### src/amrs_pkg.sv
package amrs_pkg;

  // APB register offsets (byte addresses)
  localparam logic [7:0] OFS_CTRL = 8'h00;
  localparam logic [7:0] OFS_STATUS = 8'h04;
  localparam logic [7:0] OFS_UNIT = 8'h08;
  localparam logic [7:0] OFS_COUNT = 8'h0C;

  // CTRL fields
  localparam int CTRL_CHAN_LSB = 0;
  localparam int CTRL_CHAN_W = 3;
  localparam int CTRL_SEL_BIT = 3;
  localparam logic [3:0] CTRL_RESET = 4'h0;

  // STATUS fields
  localparam int STAT_MON_LSB = 0;
  localparam int STAT_DISC_LSB = 8;
  localparam int STAT_ALARM_LSB = 13;
  localparam int STAT_SEL_BIT = 16;
  localparam int STAT_CHAN_LSB = 17;

  // UNIT fields
  localparam int UNIT_ADDR_LSB = 0;
  localparam int UNIT_MATCH_BIT = 8;
  localparam int UNIT_CAUGHT_BIT = 9;

  // COUNT fields
  localparam int COUNT_SEEN_LSB = 0;
  localparam int COUNT_TAKEN_LSB = 16;

  // Widths of the parallel groups
  localparam int CMD_W = 4;
  localparam int MON_W = 8;
  localparam int ADDR_W = 6;
  localparam int ADDR_USED_W = 5;
  localparam int LEVEL_DISC_W = 5;
  localparam int HOLDOFF_N = 2;
  localparam int CHAN_POPULATED = 2;

  // Expected strapped unit address
  localparam logic [5:0] UNIT_ADDR_EXPECT = 6'h01;

  // Holdoff watchdog timing
  localparam longint unsigned CLK_HZ = 20_000_000;
  localparam longint unsigned HOLDOFF_TIMEOUT_S = 42;
  localparam logic [31:0] HOLDOFF_CYC = 32'(HOLDOFF_TIMEOUT_S * CLK_HZ);

endpackage

### src/amrs_holdoff.sv
`timescale 1ns/10ps
module amrs_holdoff #(
  parameter logic [31:0] TIMEOUT_CYC = amrs_pkg::HOLDOFF_CYC
) (
  // Clock and reset
  input wire logic i_clk,
  input wire logic i_rst_n,
  // Serial line, high while a start or zero bit is on it
  input wire logic i_line_active,
  // Alarm discrete, high once the keep-alive is lost
  output logic o_alarm
);

  typedef struct packed {
    logic [31:0] count;
    logic alarm;
  } amrs_hold_t;

  amrs_hold_t st;
  amrs_hold_t next_st;

  always_comb
  begin
    next_st = st;
    // Any character, whatever its symbol, restarts the timeout
    if (i_line_active)
    begin
      next_st.count = 32'h0000_0000;
      next_st.alarm = 1'b0;
    end
    else if (!st.alarm)
    begin
      // Counter parks on alarm, like the stopped oscillator
      if (st.count >= TIMEOUT_CYC - 32'h0000_0001)
      begin
        next_st.alarm = 1'b1;
      end
      else
      begin
        next_st.count = st.count + 32'h0000_0001;
      end
    end
  end

  always_ff @(posedge i_clk or negedge i_rst_n)
  begin
    if (!i_rst_n)
    begin
      st <= '0;
    end
    else
    begin
      st <= next_st;
    end
  end

  assign o_alarm = st.alarm;

endmodule // amrs_holdoff

### src/amrs_top.sv
// Register access over APB and the register offsets were left to the implementer.
`timescale 1ns/10ps
module amrs_top #(
  parameter logic [31:0] HOLDOFF_CYC = amrs_pkg::HOLDOFF_CYC
) (
  // Clock and reset
  input wire logic i_clk,
  input wire logic i_rst_n,
  // APB slave
  input wire logic i_psel,
  input wire logic i_penable,
  input wire logic i_pwrite,
  input wire logic [7:0] i_paddr,
  input wire logic [31:0] i_pwdata,
  output logic [31:0] o_prdata,
  output logic o_pready,
  output logic o_pslverr,
  // Unit address straps
  input wire logic [5:0] i_unit_addr,
  // Decoded bus requests
  input wire logic i_req_valid,
  input wire logic i_req_is_cmd,
  input wire logic [5:0] i_req_addr,
  input wire logic [3:0] i_req_cmd,
  // Acknowledges
  output logic o_ack_valid,
  output logic o_ack_is_cmd,
  output logic [5:0] o_ack_addr,
  output logic [7:0] o_ack_data,
  // Parallel port lines, active low
  output logic [3:0] o_cmd_port_n,
  output logic [7:0] o_mon_port_n,
  // Analog multiplexer and converter
  output logic [2:0] o_adc_chan,
  input wire logic [7:0] i_adc_data,
  // Device monitor inputs
  input wire logic [4:0] i_air_disc_n,
  input wire logic [1:0] i_holdoff_line
);

  typedef struct packed {
    logic [3:0] cmd;
    logic [5:0] unit_addr;
    logic addr_caught;
    logic ack_valid;
    logic ack_is_cmd;
    logic [5:0] ack_addr;
    logic [7:0] ack_data;
    logic [7:0] mon;
    logic [31:0] prdata;
    logic [15:0] req_seen;
    logic [15:0] req_taken;
  } amrs_state_t;

  amrs_state_t st;
  amrs_state_t next_st;

  logic [1:0] holdoff_alarm;
  logic [4:0] air_disc;
  logic [6:0] disc_group;
  logic addr_hit;
  logic addr_match;
  logic apb_setup;
  logic apb_write;
  logic req_ours;
  logic [3:0] cmd_now;

  // One watchdog per serial holdoff line
  amrs_holdoff #(
    .TIMEOUT_CYC(HOLDOFF_CYC)
  ) u_holdoff_0 (
    .i_clk(i_clk),
    .i_rst_n(i_rst_n),
    .i_line_active(i_holdoff_line[0]),
    .o_alarm(holdoff_alarm[0])
  );

  amrs_holdoff #(
    .TIMEOUT_CYC(HOLDOFF_CYC)
  ) u_holdoff_1 (
    .i_clk(i_clk),
    .i_rst_n(i_rst_n),
    .i_line_active(i_holdoff_line[1]),
    .o_alarm(holdoff_alarm[1])
  );

  // Level discretes arrive active low
  assign air_disc = ~i_air_disc_n;
  assign disc_group = {holdoff_alarm, air_disc};

  assign apb_setup = i_psel && !i_penable;
  assign apb_write = i_psel && i_penable && i_pwrite;

  always_comb
  begin
    unique case (i_paddr)
      amrs_pkg::OFS_CTRL,
      amrs_pkg::OFS_STATUS,
      amrs_pkg::OFS_UNIT,
      amrs_pkg::OFS_COUNT:
      begin
        addr_hit = 1'b1;
      end
      default:
      begin
        addr_hit = 1'b0;
      end
    endcase
  end

  // Straps not yet caught never match, so early requests are ignored
  assign addr_match = st.addr_caught && (i_req_addr == st.unit_addr);
  assign req_ours = i_req_valid && addr_match;

  // Command value in force after this cycle's updates
  always_comb
  begin
    cmd_now = st.cmd;
    if (apb_write && (i_paddr == amrs_pkg::OFS_CTRL))
    begin
      cmd_now = i_pwdata[3:0];
    end
    // A command message wins over a local write in the same cycle
    if (req_ours && i_req_is_cmd)
    begin
      cmd_now = i_req_cmd;
    end
  end

  always_comb
  begin
    next_st = st;
    next_st.ack_valid = 1'b0;

    // Straps are caught once, on the first edge after reset release
    if (!st.addr_caught)
    begin
      next_st.unit_addr = {1'b0, i_unit_addr[amrs_pkg::ADDR_USED_W-1:0]};
      next_st.addr_caught = 1'b1;
    end

    // Command ports only steer the readout path
    next_st.cmd = cmd_now;

    if (i_req_valid)
    begin
      next_st.req_seen = 16'(st.req_seen + 16'h0001);
    end

    if (req_ours)
    begin
      next_st.req_taken = 16'(st.req_taken + 16'h0001);
      next_st.ack_valid = 1'b1;
      next_st.ack_is_cmd = i_req_is_cmd;
      next_st.ack_addr = st.unit_addr;
      if (i_req_is_cmd)
      begin
        // Command acknowledge echoes the command for verification
        next_st.ack_data = {4'h0, i_req_cmd};
      end
      else
      begin
        next_st.ack_data = st.mon;
      end
    end

    // Readout multiplexer: analog word or discrete group
    if (st.cmd[amrs_pkg::CTRL_SEL_BIT])
    begin
      next_st.mon = i_adc_data;
    end
    else
    begin
      // Spare eighth channel reads inactive
      next_st.mon = {1'b0, disc_group};
    end

    // Read data is prepared in the setup cycle, held through access
    if (apb_setup)
    begin
      next_st.prdata = 32'h0000_0000;
      unique case (i_paddr)
        amrs_pkg::OFS_CTRL:
        begin
          next_st.prdata[amrs_pkg::CMD_W-1:0] = st.cmd;
        end
        amrs_pkg::OFS_STATUS:
        begin
          next_st.prdata[amrs_pkg::STAT_MON_LSB +: amrs_pkg::MON_W] = st.mon;
          next_st.prdata[amrs_pkg::STAT_DISC_LSB +: amrs_pkg::LEVEL_DISC_W] = air_disc;
          next_st.prdata[amrs_pkg::STAT_ALARM_LSB +: amrs_pkg::HOLDOFF_N] = holdoff_alarm;
          next_st.prdata[amrs_pkg::STAT_SEL_BIT] = st.cmd[amrs_pkg::CTRL_SEL_BIT];
          next_st.prdata[amrs_pkg::STAT_CHAN_LSB +: amrs_pkg::CTRL_CHAN_W] = st.cmd[2:0];
        end
        amrs_pkg::OFS_UNIT:
        begin
          next_st.prdata[amrs_pkg::UNIT_ADDR_LSB +: amrs_pkg::ADDR_W] = st.unit_addr;
          next_st.prdata[amrs_pkg::UNIT_MATCH_BIT] = (st.unit_addr == amrs_pkg::UNIT_ADDR_EXPECT);
          next_st.prdata[amrs_pkg::UNIT_CAUGHT_BIT] = st.addr_caught;
        end
        amrs_pkg::OFS_COUNT:
        begin
          next_st.prdata[amrs_pkg::COUNT_SEEN_LSB +: 16] = st.req_seen;
          next_st.prdata[amrs_pkg::COUNT_TAKEN_LSB +: 16] = st.req_taken;
        end
        default:
        begin
          next_st.prdata = 32'h0000_0000;
        end
      endcase
    end
  end

  always_ff @(posedge i_clk or negedge i_rst_n)
  begin
    if (!i_rst_n)
    begin
      st.cmd <= amrs_pkg::CTRL_RESET;
      st.unit_addr <= 6'h00;
      st.addr_caught <= 1'b0;
      st.ack_valid <= 1'b0;
      st.ack_is_cmd <= 1'b0;
      st.ack_addr <= 6'h00;
      st.ack_data <= 8'h00;
      st.mon <= 8'h00;
      st.prdata <= 32'h0000_0000;
      st.req_seen <= 16'h0000;
      st.req_taken <= 16'h0000;
    end
    else
    begin
      st <= next_st;
    end
  end

  // Zero-wait slave; unmapped addresses answer with an error
  assign o_pready = 1'b1;
  assign o_pslverr = i_psel && i_penable && !addr_hit;
  assign o_prdata = st.prdata;

  assign o_ack_valid = st.ack_valid;
  assign o_ack_is_cmd = st.ack_is_cmd;
  assign o_ack_addr = st.ack_addr;
  assign o_ack_data = st.ack_data;

  // Port lines leave the block inverted, low meaning one
  assign o_cmd_port_n = ~st.cmd;
  assign o_mon_port_n = ~st.mon;

  // All eight codes pass; only the two populated ones carry sensors
  assign o_adc_chan = st.cmd[amrs_pkg::CTRL_CHAN_LSB +: amrs_pkg::CTRL_CHAN_W];

endmodule // amrs_top

### config.mk
export PLATFORM = sky130hd
export DESIGN_NAME = amrs_top
export DESIGN_NICKNAME = d
export VERILOG_FILES = /design/src/amrs_pkg.sv /design/src/amrs_holdoff.sv /design/src/amrs_top.sv
export SDC_FILE = /design/constraint.sdc
export NUM_CORES = 1
export LEC_CHECK = 0
export ABC_CLOCK_PERIOD_IN_PS = 2400
export BUFFER_PORTS_ARGS = -buffer_cell sky130_fd_sc_hd__clkbuf_2
export CORE_MARGIN = 2
export CORE_UTILIZATION = 35
export DETAILED_ROUTE_END_ITERATION = 7
export HOLD_SLACK_MARGIN = 0.15
export MAX_ROUTING_LAYER = met4
export PLACE_DENSITY = 0.55
export SLEW_MARGIN = 0
export SYNTH_ARGS = -nofsm -noshare
export SYNTH_HDL_FRONTEND = slang
export SYNTH_SLANG_ARGS = --single-unit
### constraint.sdc
create_clock -name i_clk -period 2.4 [get_ports i_clk]
set_input_delay 0.48 -clock i_clk [delete_from_list [all_inputs] [get_ports i_clk]]
set_output_delay 0.48 -clock i_clk [all_outputs]
set_load 0.01 [all_outputs]
==> flow_summary.rst <==
.. list-table::
   :header-rows: 1

   * - Metric
     - Value
   * - Outcome
     - finished, final reports clean
   * - Clock tree buffer depth
     - 2
   * - Start point of the critical path
     - u_holdoff_1.st[25]
   * - Effective utilization at floorplan
     - 35.68%
   * - Antenna diode count
     - 0
   * - Maximum clock frequency
     - 429.8 MHz
   * - Worst setup EP type
     - flip-flop
   * - Sum of routed wire length over all layers
     - 18390 µm
   * - Count of flip-flops with a built-in enable after synthesis
     - 0
   * - Share of the core filled with cells in the final layout
     - 43.00%
   * - Post-route antenna net violation count
     - 0
   * - Hold Worst Slack
     - about 0.26 ns
   * - Setup clock skew after layout
     - between 0.01 and 0.015 ns
   * - Source of the worst register-to-register timing path
     - u_holdoff_1.st[25]
   * - Post-synthesis instance area
     - about 8100 µm²
   * - Slowest stage delay, CP
     - approximately 0.56 ns
   * - CP max FO
     - 6
   * - Endpoint arrival time on the critical path
     - 2.67 ns
   * - Clock insertion delay at the later pin of the skew report
     - 0.43 ns
   * - # rows
     - 55
   * - Die Footprint
     - 24310 µm²
   * - Final sum of negative setup slack
     - 0 ns
   * - Overflow left after global routing
     - 0
   * - Cell Chain, Critical Path
     - nor4_1 -> buf_4 -> o221ai_4 -> a2111oi_4 -> buf_4 -> nand3_4 -> or4_4 -> a21oi_2
   * - Slew at the pin with the worst max-slew slack
     - 0.6674 ns
   * - Clock edge transition at the registers on the reported setup and hold paths
     - 0.07 ns
   * - Number of levels the H-tree was split into
     - 4
   * - DRC violation count after routing
     - 0
   * - WL per Instance
     - around 15 µm
   * - Via-to-Cell Ratio
     - 4.988
   * - Area contributors post-synth
     - dfrtp_1 50%, buf_4 4.6%, xnor2_1 3.9%
   * - Aggregate global-route resource usage
     - 16.19%
   * - Horizontal extent of the die
     - 155.9 µm
   * - Share of synthesized area occupied by flip-flops and latches
     - 50.50%
   * - Synth warnings
     - 0
   * - Root Driver
     - clkbuf_16
   * - Total of buffers placed on input and output ports
     - ~110
   * - MaxCap Viol Count
     - 0
   * - Setup slack of the most critical reg-to-reg path
     - 0.07 ns
   * - Required time reported for the critical path endpoint
     - 2.75 ns
   * - Slew headroom
     - 55.51%
   * - Yosys reg bits
     - between 150 and 200
   * - Die span in y
     - 155.9 µm
   * - Slew Viols, Final
     - 0
   * - DR pass1 iterations
     - 4
   * - Synth unique cells
     - 49
   * - Area of the core
     - 22640 µm²
   * - Hold Path Depth
     - 2
   * - Final period demand of the worst path
     - 2.327 ns
   * - Setup repair after global routing missed its margin
     - true
   * - # setup viols final
     - 0
   * - Area added between synthesis and finish
     - 20.51%
   * - Most area-hungry cell type in the Yosys netlist
     - dfrtp_1
   * - Number of clock buffers inserted by TritonCTS
     - 17
   * - Maximum number of pins on one net before global-route repair
     - between 50 and 60
   * - Highest ir drop seen on vdd
     - 0.4953 mV
   * - Post-Synthesis Cells
     - 801
   * - Number of global-route vias before repair
     - approximately 6k
   * - Syn Area/Cell
     - 10.08 µm²
   * - Critical R2R Capture
     - u_holdoff_1.st[24]
   * - Final hold violation count
     - 0
   * - Number of antenna violations at the first check in global routing
     - 0
   * - Global-route wire length before repair
     - 30440 µm
   * - Highest-count cells in the layout ignoring fill and taps
     - 163 x dfrtp_1, 110 x clkbuf_2, 74 x nand2_1
   * - Length in cells of the worst reg-to-reg path
     - 8
   * - Startpoint-to-endpoint class of the critical path
     - reg2reg
   * - Proportion of synthesized flip-flops having asynchronous set or reset
     - 100.0%
   * - Number of placed I/O pins
     - approximately 140
   * - Overall via count from detail_route
     - between 6k and 7k
   * - CTS tree
     - done
   * - Crit share post-route
     - 96.95%
   * - Area share of the largest cell type after synthesis
     - 50.50%
   * - Power per standard cell area
     - ~650 nW/µm²
   * - Critical path startpoint category
     - flip-flop
   * - Endpoint of the most critical setup path
     - u_holdoff_1.st[24]
   * - Flip-flop cell with the highest count after synthesis
     - dfrtp_1
   * - Initial DRC count
     - ~330
   * - Detailed placement HPWL
     - 13110 µm
   * - Slowest cell on the critical path
     - or4_4
   * - Share of final-layout standard cells stronger than drive strength 1
     - 26.19%
   * - Most common cell after layout, fill and taps aside
     - dfrtp_1
   * - Final GP Congestion
     - 0.7907
   * - Final layout net count
     - approximately 1000
   * - Lkg Pwr
     - ~0.0045 µW
   * - Most common cell on crit path
     - buf_4
   * - Clock sink count
     - 163
   * - Hold Path Class
     - in2reg
==> state kept, by name, indices dropped and copies added (netlist names) <==
name and cells:
o_ack_addr 5, u_holdoff_1.o_alarm 1, o_adc_chan 3, u_holdoff_1.st 32, st 47, o_ack_is_cmd 1, o_ack_valid 1, o_prdata 32
u_holdoff_0.st 32, o_ack_data 8, u_holdoff_0.o_alarm 1
==> critical path, delay by kind of cell, from the launching register on <==
kind	cells	cell delay (ns)
AOI/OAI and AO/OA	3	0.54
DFF	1	0.39
and+or+nand+nor	3	0.95
buffers and inverters	2	0.38
==> power by group <==
part	total, µW	internal [µW]	switching (µW)
Combinational	543	258	285
Clock	2790	1510	1290
Sequential	3030	2880	154
Total	6370	4640	1730
==> what timing repair did <==
| action | CTS | global route |
|---|---|---|
| setup buffers | 1 | 4 |
| pin swaps | 2 | 10 |
| hold buffers | 1 | 0 |
| endpoints found under the hold margin | 31 | 0 |
| setup endpoints to repair | 8 | 43 |
| resized for setup | 2 | 17 |
==> metrics by stage <==
step / instance area (µm²) / setup WS (ns) / instances / power [µW]
2_1_floorplan: 8082 / 0.01481 / 802 / 3389
3_3_place_gp: 8974 / -0.001056 / 1175 / 3628
3_5_place_dp: 8974 / -0.03496 / 1175 / 3638
4_1_cts: 9615 / 0.01436 / 1209 / 6454
5_1_grt: 9734 / -0.01464 / 1213 / 6657
6_report: 9734 / 0.07332 / 1213 / 6368
==> how the worst min path moves through the flow <==
stage | start | endpoint | slack (ns)
finish | i_air_disc_n[1] | st[65] | 0.26
floorplan | i_rst_n | o_ack_addr[0] | 0.18
detailed placement | i_rst_n | o_ack_is_cmd | 0.40
global route | i_air_disc_n[1] | st[65] | 0.25
CTS | i_air_disc_n[1] | st[65] | 0.24
global placement | i_rst_n | o_ack_addr[2] | 0.40
==> synthesized netlist by cell type (all sizes together), types with 2 or more instances <==
| library cell | instances |
|---|---|
| or3 | 16 |
| a21oi | 30 |
| o22a | 3 |
| or4 | 8 |
| mux2i | 19 |
| inv | 24 |
| xnor2 | 36 |
| nand2b | 3 |
| dfrtp | 163 |
| nor2b | 12 |
| nand2 | 74 |
| or4b | 2 |
| o21ai | 41 |
| o211ai | 2 |
| nor2 | 55 |
| buf | 53 |
| nand3 | 48 |
| o31ai | 12 |
| xor2 | 34 |
| o21ba | 2 |
| and4b | 2 |
| a22o | 13 |
| clkbuf | 28 |
| and2 | 7 |
| nand4b | 2 |
| conb | 2 |
| and3 | 17 |
| and4 | 9 |
| nor4 | 2 |
| ha | 4 |
| mux4 | 4 |
| nor3 | 19 |
| mux2 | 14 |
| nand4 | 29 |
==> area by class of cell <==
class	instances	area, µm²
Fill cell	2184	12910
Sequential cell	163	4079
Multi-Input combinational cell	534	3516
Timing Repair Buffer	175	1081
Clock buffer	17	425.4
Tap cell	285	356.6
Clock inverter	15	186.4
Inverter	24	90.09
==> metal layers <==
metal  GRT usage (%)  up-vias  part of all wire [%]
met4           3.539        0                  0.61
met3           3.250        9                   3.7
met5               -        -                     0
met2           25.85      103                    47
met1           21.46     2951                    49
li1                -     2988                     -
==> kinds of logic after synthesis <==
| family | synth area share [%] |
|---|---|
| AO/OA/AOI/OAI | 8.736 |
| XOR/XNOR | 7.590 |
| adder cells (fa/ha/maj) | 0.6196 |
| buffers and inverters | 7.203 |
| flip-flops | 50.50 |
| multiplexers | 5.421 |
| other | 0.09297 |
| AND/OR/NAND/NOR | 19.84 |
(Power assumes the default switching activity.)
